$ cat src/hw/clock_startup_pkg.sv
// constants, types and register map of the system clock source and start-up block
package clock_startup_pkg;

  // ****************************************************************
  // register map (byte addresses) and field layout
  // ****************************************************************
  localparam logic [4:0] OFS_PERIPH_DIV = 5'h00;
  localparam logic [4:0] OFS_CPU_DIV    = 5'h04;
  localparam logic [4:0] OFS_SETTLE_SEL = 5'h08;
  localparam logic [4:0] OFS_STATUS     = 5'h0c;
  localparam logic [4:0] OFS_PORT       = 5'h10;
  localparam logic [4:0] OFS_STOP       = 5'h14;

  localparam int STAT_SRC_LSB    = 0;
  localparam int STAT_RUN_BIT    = 2;
  localparam int STAT_SETTLE_BIT = 3;
  localparam int STAT_STOP_BIT   = 4;
  localparam int PORT_OUT_LSB    = 0;
  localparam int PORT_OE_LSB     = 2;
  localparam int PORT_PIN_LSB    = 4;
  localparam int STOP_REQ_BIT    = 0;

  // ****************************************************************
  // reset values and codes
  // ****************************************************************
  localparam logic [1:0] PERIPH_DIV_RST = 2'h2;
  localparam logic [1:0] PERIPH_DIV_BAD = 2'h3;
  localparam logic       CPU_DIV_RST    = 1'h0;
  localparam logic [1:0] SETTLE_SEL_RST = 2'h0;
  localparam logic [1:0] PORT_RST       = 2'h0;
  localparam logic [1:0] CPU_DIV_SHIFT  = 2'h2;

  // ****************************************************************
  // timing
  // ****************************************************************
  localparam int SYS_CLK_HZ     = 40_000_000;
  localparam int RING_CLK_HZ    = 8_000_000;
  localparam int RING_DIV       = SYS_CLK_HZ / RING_CLK_HZ;
  localparam int RING_START_NS  = 200;
  localparam int RING_START_CYC = (RING_START_NS * (SYS_CLK_HZ / 1_000_000) + 999) / 1000;
  localparam int SETTLE_EXP_00  = 10;
  localparam int SETTLE_EXP_01  = 12;
  localparam int SETTLE_EXP_10  = 15;
  localparam int SETTLE_EXP_11  = 17;
  localparam int SETTLE_CNT_W   = 18;

  // ****************************************************************
  // types
  // ****************************************************************
  typedef enum logic [1:0] {
    SRC_RING = 2'b00,
    SRC_XTAL = 2'b01,
    SRC_EXT  = 2'b10,
    SRC_RSVD = 2'b11
  } clk_src_t;

  typedef struct packed {
    clk_src_t   src;
    logic [1:0] settle;
  } option_t;

  typedef enum logic [2:0] {
    ST_RING_UP  = 3'b000,
    ST_READ_OPT = 3'b001,
    ST_SETTLE   = 3'b010,
    ST_RUN      = 3'b011,
    ST_STOP     = 3'b100
  } start_state_t;

  typedef struct packed {
    logic out;
    logic oe;
  } pin_drive_t;

endpackage

$ cat src/hw/tick_divider.sv
// power-of-two divider of a one-cycle tick stream
`timescale 1ns/100ps
module tick_divider
  import clock_startup_pkg::*;
#(
  parameter int CNT_W = 4
)
(
  input  wire logic       clk_i,
  input  wire logic       rst_i,
  input  wire logic       en_i,
  input  wire logic       tick_i,
  input  wire logic [1:0] shift_i,
  output logic            tick_o
);

  // ****************************************************************
  // elaboration check
  // ****************************************************************
  if (CNT_W < 3)
  begin : g_chk
    $error("tick_divider needs CNT_W of at least 3");
  end

  logic [CNT_W-1:0] cnt;
  wire  [CNT_W-1:0] mask = ~({CNT_W{1'b1}} << shift_i);
  wire              hit  = (cnt & mask) == mask;

  // count input ticks, emit one tick per 2^shift inputs
  always_ff @(posedge clk_i or posedge rst_i)
  begin
    if (rst_i)
    begin
      cnt    <= '0;
      tick_o <= 1'b0;
    end
    else
    begin
      tick_o <= en_i && tick_i && hit;
      if (!en_i)
        cnt <= '0;
      else if (tick_i)
        cnt <= hit ? '0 : cnt + 1'b1;
    end
  end

endmodule

$ cat src/hw/clock_startup.sv
// system clock source selection, start-up sequence, prescaler and oscillator pins
//
// Behaviour
// - resonator source takes both oscillator pins; neither is offered as port pin.
// - external source drives the input pin; system clock is taken from it.
// - external source frees the output oscillator pin as a port pin.
// - fast ring source frees both oscillator pins as port pins.
// - peripheral clock is the selected system clock divided down.
// - CPU clock divides the peripheral clock further, never the system clock.
// - after power-on reset, option is read and source chosen before CPU runs.
// - fast ring source starts the CPU with no stabilization wait.
// - fast ring source becomes system clock right after option read.
// - resonator start produces the ring clock first, then reads the option.
// - resonator clocks the CPU only after option-selected settle wait.
// - wake from stop takes its settle wait from the software select field.
// - external source is used as system clock right after option read.
// - stop wake waits only with resonator; otherwise no wait.
// - settle codes 00..11 give 2^10, 2^12, 2^15, 2^17 system clocks.
// - peripheral divide codes 00,01,10 give /1,/2,/4; code 11 is refused.
//
// The register offsets and register access over Avalon-MM were chosen for this implementation.
`timescale 1ns/100ps
module clock_startup
  import clock_startup_pkg::*;
#(
  parameter int RING_DIV_P    = RING_DIV,
  parameter int SETTLE_EXP_0  = SETTLE_EXP_00,
  parameter int SETTLE_EXP_1  = SETTLE_EXP_01,
  parameter int SETTLE_EXP_2  = SETTLE_EXP_10,
  parameter int SETTLE_EXP_3  = SETTLE_EXP_11
)
(
  input  wire logic        SYS_CLK_I,
  input  wire logic        RST_I,
  input  wire logic [1:0]  OPTION_SRC_I,
  input  wire logic [1:0]  OPTION_SETTLE_I,
  input  wire logic        WAKE_I,
  input  wire logic        OSC_IN_PIN_I,
  output logic             OSC_IN_PIN_O,
  output logic             OSC_IN_PIN_OE_O,
  input  wire logic        OSC_OUT_PIN_I,
  output logic             OSC_OUT_PIN_O,
  output logic             OSC_OUT_PIN_OE_O,
  output logic             SYS_TICK_O,
  output logic             PERIPH_TICK_O,
  output logic             CPU_TICK_O,
  output logic             CPU_RUN_O,
  input  wire logic [4:0]  AVS_ADDRESS_I,
  input  wire logic        AVS_READ_I,
  input  wire logic        AVS_WRITE_I,
  input  wire logic [31:0] AVS_WRITEDATA_I,
  input  wire logic [3:0]  AVS_BYTEENABLE_I,
  output logic [31:0]      AVS_READDATA_O,
  output logic             AVS_WAITREQUEST_O
);

  // ****************************************************************
  // elaboration checks
  // ****************************************************************
  if (RING_DIV_P < 2 || RING_DIV_P > 255)
  begin : g_chk_ring
    $error("RING_DIV_P must lie in 2..255");
  end
  if (SETTLE_EXP_0 < 1 || SETTLE_EXP_1 < 1 || SETTLE_EXP_2 < 1 || SETTLE_EXP_3 < 1 ||
      SETTLE_EXP_0 > 17 || SETTLE_EXP_1 > 17 || SETTLE_EXP_2 > 17 || SETTLE_EXP_3 > 17)
  begin : g_chk_exp
    $error("settle exponents must lie in 1..17");
  end

  // ****************************************************************
  // declarations
  // ****************************************************************
  start_state_t            state;
  start_state_t            next_state;
  option_t                 option;
  logic                    opt_valid;
  logic [7:0]              ring_cnt;
  logic [7:0]              up_cnt;
  logic [SETTLE_CNT_W-1:0] settle_cnt;
  logic [4:0]              settle_exp;
  logic [4:0]              next_settle_exp;
  logic [1:0]              periph_div;
  logic                    cpu_div;
  logic [1:0]              settle_sel;
  logic [1:0]              port_out;
  logic [1:0]              port_oe;
  logic                    stop_req;
  logic                    in_meta;
  logic                    in_sync;
  logic                    in_prev;
  logic                    out_meta;
  logic                    out_sync;
  logic                    periph_tick;
  logic                    cpu_tick;

  // exponent of the settle wait for a two-bit code
  function automatic logic [4:0] exp_of(input logic [1:0] code);
    logic [4:0] e;
    e = 5'h00;
    unique case (code)
      2'b00: e = 5'(SETTLE_EXP_0);
      2'b01: e = 5'(SETTLE_EXP_1);
      2'b10: e = 5'(SETTLE_EXP_2);
      2'b11: e = 5'(SETTLE_EXP_3);
    endcase
    return e;
  endfunction

  // ****************************************************************
  // pin synchronisers and resonator / external edge detect
  // ****************************************************************
  always_ff @(posedge SYS_CLK_I or posedge RST_I)
  begin
    if (RST_I)
    begin
      in_meta  <= 1'b0;
      in_sync  <= 1'b0;
      in_prev  <= 1'b0;
      out_meta <= 1'b0;
      out_sync <= 1'b0;
    end
    else
    begin
      in_meta  <= OSC_IN_PIN_I;
      in_sync  <= in_meta;
      in_prev  <= in_sync;
      out_meta <= OSC_OUT_PIN_I;
      out_sync <= out_meta;
    end
  end

  // ****************************************************************
  // system clock tick selection
  // ****************************************************************
  wire clk_src_t src       = option.src;
  wire           is_xtal   = opt_valid && (src == SRC_XTAL);
  wire           is_ext    = opt_valid && (src == SRC_EXT);
  wire           is_ring   = opt_valid && !is_xtal && !is_ext;
  wire           osc_edge  = in_sync && !in_prev;
  wire           ring_tick = (state != ST_STOP) && (ring_cnt == 8'(RING_DIV_P - 1));
  wire           pin_clock = is_xtal || is_ext;
  wire           sys_tick  = (state == ST_STOP) ? 1'b0 : (pin_clock ? osc_edge : ring_tick);
  wire           run       = (state == ST_RUN);

  // fast ring oscillator model, runs from reset except in stop
  always_ff @(posedge SYS_CLK_I or posedge RST_I)
  begin
    if (RST_I)
      ring_cnt <= 8'h00;
    else if (state == ST_STOP || ring_tick)
      ring_cnt <= 8'h00;
    else
      ring_cnt <= ring_cnt + 8'h01;
  end

  // ****************************************************************
  // start-up sequencer
  // ****************************************************************
  wire [SETTLE_CNT_W-1:0] settle_last = (SETTLE_CNT_W'(1) << settle_exp) - SETTLE_CNT_W'(1);
  wire                    settle_done = sys_tick && (settle_cnt == settle_last);
  wire                    ring_ready  = (up_cnt == 8'(RING_START_CYC - 1));
  wire option_t           opt_pin     = {OPTION_SRC_I, OPTION_SETTLE_I};

  // next state and the settle exponent to load
  always_comb
  begin
    next_state      = state;
    next_settle_exp = settle_exp;
    unique case (state)
      ST_RING_UP:
        if (ring_ready)
          next_state = ST_READ_OPT;
      ST_READ_OPT:
        if (opt_pin.src == SRC_XTAL)
        begin
          next_state      = ST_SETTLE;
          next_settle_exp = exp_of(OPTION_SETTLE_I);
        end
        else
          next_state = ST_RUN;
      ST_SETTLE:
        if (settle_done)
          next_state = ST_RUN;
      ST_RUN:
        if (stop_req)
          next_state = ST_STOP;
      ST_STOP:
        if (WAKE_I && is_xtal)
        begin
          next_state      = ST_SETTLE;
          next_settle_exp = exp_of(settle_sel);
        end
        else if (WAKE_I)
          next_state = ST_RUN;
      default:
        next_state = ST_RING_UP;
    endcase
  end

  // state, option capture and counters
  always_ff @(posedge SYS_CLK_I or posedge RST_I)
  begin
    if (RST_I)
    begin
      state      <= ST_RING_UP;
      option     <= '0;
      opt_valid  <= 1'b0;
      up_cnt     <= 8'h00;
      settle_cnt <= '0;
      settle_exp <= 5'h00;
    end
    else
    begin
      state      <= next_state;
      settle_exp <= next_settle_exp;
      if (state == ST_RING_UP)
        up_cnt <= up_cnt + 8'h01;
      if (state == ST_READ_OPT)
      begin
        option    <= {OPTION_SRC_I, OPTION_SETTLE_I};
        opt_valid <= 1'b1;
      end
      if (state != ST_SETTLE)
        settle_cnt <= '0;
      else if (sys_tick)
        settle_cnt <= settle_cnt + SETTLE_CNT_W'(1);
    end
  end

  // ****************************************************************
  // prescaler: peripheral clock, then CPU clock from it
  // ****************************************************************
  tick_divider #(.CNT_W(4)) u_periph_div
  (
    .clk_i   (SYS_CLK_I),
    .rst_i   (RST_I),
    .en_i    (1'b1),
    .tick_i  (sys_tick),
    .shift_i (periph_div),
    .tick_o  (periph_tick)
  );

  tick_divider #(.CNT_W(4)) u_cpu_div
  (
    .clk_i   (SYS_CLK_I),
    .rst_i   (RST_I),
    .en_i    (run),
    .tick_i  (periph_tick),
    .shift_i (cpu_div ? CPU_DIV_SHIFT : 2'h0),
    .tick_o  (cpu_tick)
  );

  assign PERIPH_TICK_O = periph_tick;
  assign CPU_TICK_O    = cpu_tick;

  // ****************************************************************
  // oscillator pin use
  // ****************************************************************
  pin_drive_t in_drv;
  pin_drive_t out_drv;
  // packed drive pairs, value first and enable second
  assign in_drv  = is_ring ? {port_out[0], port_oe[0]} : 2'b00;
  assign out_drv = is_xtal ? {!in_sync, 1'b1}
                 : opt_valid ? {port_out[1], port_oe[1]}
                 : 2'b00;

  // registered pin drive and status outputs
  always_ff @(posedge SYS_CLK_I or posedge RST_I)
  begin
    if (RST_I)
    begin
      OSC_IN_PIN_O     <= 1'b0;
      OSC_IN_PIN_OE_O  <= 1'b0;
      OSC_OUT_PIN_O    <= 1'b0;
      OSC_OUT_PIN_OE_O <= 1'b0;
      SYS_TICK_O       <= 1'b0;
      CPU_RUN_O        <= 1'b0;
    end
    else
    begin
      OSC_IN_PIN_O     <= in_drv.out;
      OSC_IN_PIN_OE_O  <= in_drv.oe;
      OSC_OUT_PIN_O    <= out_drv.out;
      OSC_OUT_PIN_OE_O <= out_drv.oe;
      SYS_TICK_O       <= sys_tick;
      CPU_RUN_O        <= run;
    end
  end

  // ****************************************************************
  // Avalon-MM slave: one wait state, then the answer
  // ****************************************************************
  wire        ack      = (AVS_READ_I || AVS_WRITE_I) && AVS_WAITREQUEST_O;
  wire        wr_done  = AVS_WRITE_I && !AVS_WAITREQUEST_O;                 // write lands as the master completes
  wire        wr_lo    = wr_done && AVS_BYTEENABLE_I[0];
  wire [2:0]  word     = AVS_ADDRESS_I[4:2];
  wire        hit_pdiv = (word == OFS_PERIPH_DIV[4:2]);
  wire        hit_cdiv = (word == OFS_CPU_DIV[4:2]);
  wire        hit_ssel = (word == OFS_SETTLE_SEL[4:2]);
  wire        hit_stat = (word == OFS_STATUS[4:2]);
  wire        hit_port = (word == OFS_PORT[4:2]);
  wire        hit_stop = (word == OFS_STOP[4:2]);
  wire [31:0] stat_val = {27'h0, state == ST_STOP, state == ST_SETTLE, run, src};
  wire [31:0] port_val = {26'h0, out_sync, in_sync, port_oe, port_out};
  wire [31:0] rd_val   = hit_pdiv ? {30'h0, periph_div}
                       : hit_cdiv ? {31'h0, cpu_div}
                       : hit_ssel ? {30'h0, settle_sel}
                       : hit_stat ? stat_val
                       : hit_port ? port_val
                       : 32'h0;

  // bus handshake, register writes and stop request
  always_ff @(posedge SYS_CLK_I or posedge RST_I)
  begin
    if (RST_I)
    begin
      AVS_WAITREQUEST_O <= 1'b1;
      AVS_READDATA_O    <= 32'h0;
      periph_div        <= PERIPH_DIV_RST;
      cpu_div           <= CPU_DIV_RST;
      settle_sel        <= SETTLE_SEL_RST;
      port_out          <= PORT_RST;
      port_oe           <= PORT_RST;
      stop_req          <= 1'b0;
    end
    else
    begin
      AVS_WAITREQUEST_O <= !ack;
      if (ack && AVS_READ_I)
        AVS_READDATA_O <= rd_val;
      if (wr_lo && hit_pdiv && AVS_WRITEDATA_I[1:0] != PERIPH_DIV_BAD)
        periph_div <= AVS_WRITEDATA_I[1:0];
      if (wr_lo && hit_cdiv)
        cpu_div <= AVS_WRITEDATA_I[0];
      if (wr_lo && hit_ssel)
        settle_sel <= AVS_WRITEDATA_I[1:0];
      if (wr_lo && hit_port)
      begin
        port_out <= AVS_WRITEDATA_I[PORT_OUT_LSB +: 2];
        port_oe  <= AVS_WRITEDATA_I[PORT_OE_LSB +: 2];
      end
      stop_req <= wr_lo && hit_stop && AVS_WRITEDATA_I[STOP_REQ_BIT] && run;
    end
  end
endmodule

$ cat config.mk
export PLATFORM = sky130hd
export DESIGN_NAME = clock_startup
export DESIGN_NICKNAME = d
export VERILOG_FILES = /design/src/hw/clock_startup_pkg.sv /design/src/hw/tick_divider.sv /design/src/hw/clock_startup.sv
export SDC_FILE = /design/constraint.sdc
export NUM_CORES = 1
export LEC_CHECK = 0
export BUFFER_PORTS_ARGS = -buffer_cell sky130_fd_sc_hd__buf_2
export CAP_MARGIN = 20
export CORE_ASPECT_RATIO = 2
export CORE_MARGIN = 3
export CORE_UTILIZATION = 55
export DETAILED_ROUTE_END_ITERATION = 16
export PLACE_DENSITY_LB_ADDON = 0.12
export REMOVE_ABC_BUFFERS = 1
export SYNTH_ARGS = -nofsm -noshare
export SYNTH_HDL_FRONTEND = slang
export SYNTH_SLANG_ARGS = --single-unit
$ cat constraint.sdc
create_clock -name SYS_CLK_I -period 2.9 [get_ports SYS_CLK_I]
set_input_delay 0.145 -clock SYS_CLK_I [delete_from_list [all_inputs] [get_ports SYS_CLK_I]]
set_output_delay 0.145 -clock SYS_CLK_I [all_outputs]
set_load 0.01 [all_outputs]
==> metrics.md <==
| Metric | Value |
|---|---|
| Status | finished, final reports clean |
| Post-synth EDFFs | 0 |
| Max Freq | 362 MHz |
| Gp weighted congestion | 0.872 |
| Hold Crit Start | AVS_WRITEDATA_I[3] |
| Clock skew | 0.00440 ns |
| # DRC | 0 |
| Syn Std Cell Area | 4540 um^2 |
| Hold Path Class | in -> reg |
| Synth Instances | 484 |
| Number of antenna violations at the first check in global routing | 0 |
| Detail Route Antenna Nets | 0 |
| Pin count of the biggest net entering global routing | 41 |
| Ant diodes | 0 |
| Finished Layout Cells | 624 |
| Vias | 3554 |
| Largest stage delay, worst path | 0.54 ns |
| Via/cell ratio | 5.70 |
| Number of global-route vias before repair | 3657 |
| Yosys cell types | 60 |
| Share of layout cells above drive strength 1 | 0.172 |
| Layout area overhead | 11.9% |
| CTS Buffer Depth | 2 |
| Switching share of power | 0.342 |
| Detailed placement HPWL | 7.58 mm |
| DIE AREA | 9450 um^2 |
| Slowest cell on the critical path | or4_4 |
| Clock power share | 0.320 |
| Max Slew Vio Count | 0 |
| Peak VDD IR | 568 uV |
| DR WL/cell | 16.1 um |
| Root Driver | clkbuf_16 |
| Synth Flop Type | dfrtp_1 |
| Startpoint class of the critical path | flip-flop |
| Final WL | 10.0 mm |
| Rel. slew slack | 0.357 |
| Initial DRC Count | 160 |
| Placeable Area | 8000 um^2 |
| CTS tree | yes |
| Fin crit period | 2.76 ns |
| #FFs+latches synth | 80 |
| GRT Overall Usage | 0.227 |
| Height of the chip | 134 um |
| R2R setup slack | 0.14 ns |
| Crit path required time | 3.13 ns |
| Hold violation count in the final report | 0 |
| Max-cap violations | 0 |
| Sequential power share | 0.397 |
| Worst-path cell chain | or4_4 -> or2_4 -> ha_1 -> and3b_1 -> a22oi_1 -> o21ai_0 -> xnor2_1 -> nor2_1 -> a31o_1 |
| Leakage | 2.34 nW |
| Comb pwr share | 0.283 |
| Storage element area | 2000 um^2 |
| FP Rows | 46 |
| Crit path from | settle_exp[4]$_DFFE_PP0P_ |
| Final net count | 589 |
| Initial Util | 0.568 |
| Placed cell count | 602 |
| Syn avg cell area | 9.38 um^2 |
| Power density cells | 725 nW/um^2 |
| Setup violators final | 0 |
| Worst path arrival time | 3.00 ns |
| RSZ-0062 raised after global routing | false |
| CP Class | reg -> reg |
| Sequential share of the synthesized area | 0.441 |
| Ys async rst share | 1.00 |
| Fill count | 673 |
| DR pass1 iterations | 4 |
| Clock latency on the worst-skew pair | 0.34 ns |
| Net load switching power | 1.26 mW |
| First-pass GRT wire length | 16.9 mm |
| Synth warn | 0 |
| H-tree depth | 3 |
| Worst Path Max Fanout | 12 |
| Clk sinks | 80 |
| Worst setup EP type | flip-flop |
| # port buffers | 33 |
| Worst slew pin tran | 0.955 ns |
| Reg clk slew, reported paths | 0.06 ns |
| Reg2Reg Launch Point | settle_exp[4]$_DFFE_PP0P_ |
| Area of the multi-input gates | 2260 um^2 |
| Overflow after GRT | 0 |
| Die X | 70.3 um |
| Setup TNS | 0 ns |
| TritonCTS Buffers | 9 |
| Period utilization | 0.953 |
| Top-level I/O count | 93 |
| Hold_ws | 0.0450 ns |
| Internal power | 2.42 mW |
==> power groups by stage <==
stage	Combinational, mW	Clock (mW)	Sequential (mW)
after floorplan	0.667	0	1.49
after global placement	0.998	0	1.47
after detailed placement	1.03	0	1.48
after CTS	1.05	1.20	1.46
after global routing	1.18	1.24	1.49
final	1.04	1.18	1.46
==> what timing repair did <==
action,CTS,global route
hold buffers,5,0
endpoints found under the hold margin,14,0
buffers inserted,0,0
resized for setup,0,0
==> routing by layer <==
| metal | track usage | up-vias | routed length, um |
|---|---|---|---|
| met5 | 0 | - | 0 |
| met1 | 0.228 | 1742 | 3550 |
| met2 | 0.418 | 85 | 5650 |
| met3 | 0.0395 | 33 | 311 |
| met4 | 0.145 | 0 | 519 |
| li1 | - | 1694 | - |
==> critical path, delay by kind of cell (launching register included) <==
kind	cells	cell delay (ns)
simple gates	4	1.14
fa+ha+maj	1	0.34
compound gates	3	0.64
xor+xnor	1	0.17
flops	1	0.37
==> through the flow <==
stage                     power (mW)  area, um^2  worst slack (ns)   util
after floorplan                 2.16        4350             0.301      -
after global placement          2.47        4710             0.172  0.589
after detailed placement        2.51        4710             0.148  0.589
after CTS                       3.71        5070             0.138  0.634
after global routing            3.91        5080            0.0178  0.635
final                           3.68        5080             0.135  0.635
==> worst paths after layout <==
| check | end | cells after the start |
|---|---|---|
| min in group asynchronous | in_prev$_DFF_PP0_ | 3 |
| max in group asynchronous | periph_div[1]$_DFFE_PP1P_ | 4 |
| worst min-delay path | port_oe[1]$_DFFE_PP0P_ | 2 |
| worst min register to register | in_sync$_DFF_PP0_ | 0 |
| worst max register to register | state[0]$_DFFE_PP0P_ | 9 |
| worst max-delay path | state[0]$_DFFE_PP0P_ | 9 |
==> cell families (layout without fill, tap and decap cells) <==
group                      Yosys count  count (layout)  synth area share
and+or+nand+nor                    188             188             0.205
DFF                                 80              80             0.441
AOI/OAI and AO/OA                   70              70            0.0987
buffers and inverters               69              88            0.0810
xor gates and xnor gates            41              41            0.0807
muxes                               21              21            0.0540
adders and majority gates           14              14            0.0386
other                                1              26          0.000826
==> flip-flops by register name, indices dropped and copies added (netlist names), 3 cells and up <==
| signal | flops |
|---|---|
| settle_exp | 5 |
| u_periph_div.cnt | 3 |
| state | 3 |
| ring_cnt | 8 |
| AVS_READDATA_O | 6 |
| settle_cnt | 18 |
| up_cnt | 8 |
==> layout make-up <==
cell class,instances,area share
multi-input combinational,360,0.445
sequential,80,0.394
timing repair buffer,49,0.0586
clock buffer,9,0.0443
tap,96,0.0236
inverter,23,0.0172
clock inverter,7,0.0167
==> cells in the mapped netlist (3+ instances only) <==
| library cell | n | area share |
|---|---|---|
| dfrtp_1 | 78 | 0.43 |
| nor2_1 | 62 | 0.051 |
| nand2_1 | 36 | 0.030 |
| xnor2_1 | 31 | 0.060 |
| buf_4 | 26 | 0.043 |
| inv_1 | 23 | 0.019 |
| o21ai_0 | 20 | 0.022 |
| a21oi_1 | 18 | 0.020 |
| mux2_2 | 18 | 0.045 |
| nor3_1 | 17 | 0.019 |
| clkbuf_1 | 16 | 0.013 |
| nand3_1 | 16 | 0.018 |
| ha_1 | 14 | 0.039 |
| and3_1 | 9 | 0.012 |
| nor4_1 | 9 | 0.012 |
| xor2_1 | 9 | 0.017 |
| nand4_1 | 6 | 0.0083 |
| nor2b_1 | 6 | 0.0083 |
| a22oi_1 | 5 | 0.0083 |
| nand3b_1 | 4 | 0.0066 |
| or3_1 | 4 | 0.0055 |
| buf_2 | 3 | 0.0033 |
| o22ai_1 | 3 | 0.0041 |
| or2_2 | 3 | 0.0041 |
==> cells in the final DEF (no fill, tap or decap), types with 3 or more instances in the layout <==
cell type / netlist / layout
dfrtp_1: 78 / 78
nor2_1: 62 / 62
nand2_1: 36 / 36
buf_2: 3 / 33
xnor2_1: 31 / 31
conb_1: 1 / 26
inv_1: 23 / 22
o21ai_0: 20 / 20
mux2_2: 18 / 18
a21oi_1: 18 / 18
nor3_1: 17 / 17
nand3_1: 16 / 16
ha_1: 14 / 14
buf_4: 26 / 11
and3_1: 9 / 9
nor4_1: 9 / 9
xor2_1: 9 / 9
clkbuf_16: 0 / 9
nor2b_1: 6 / 6
nand4_1: 6 / 6
a22oi_1: 5 / 5
dlygate4sd3_1: 0 / 5
or3_1: 4 / 4
nand3b_1: 4 / 4
inv_6: 0 / 4
or2_2: 3 / 3
o22ai_1: 3 / 3
Note: power is estimated with default switching activity, not from simulation.
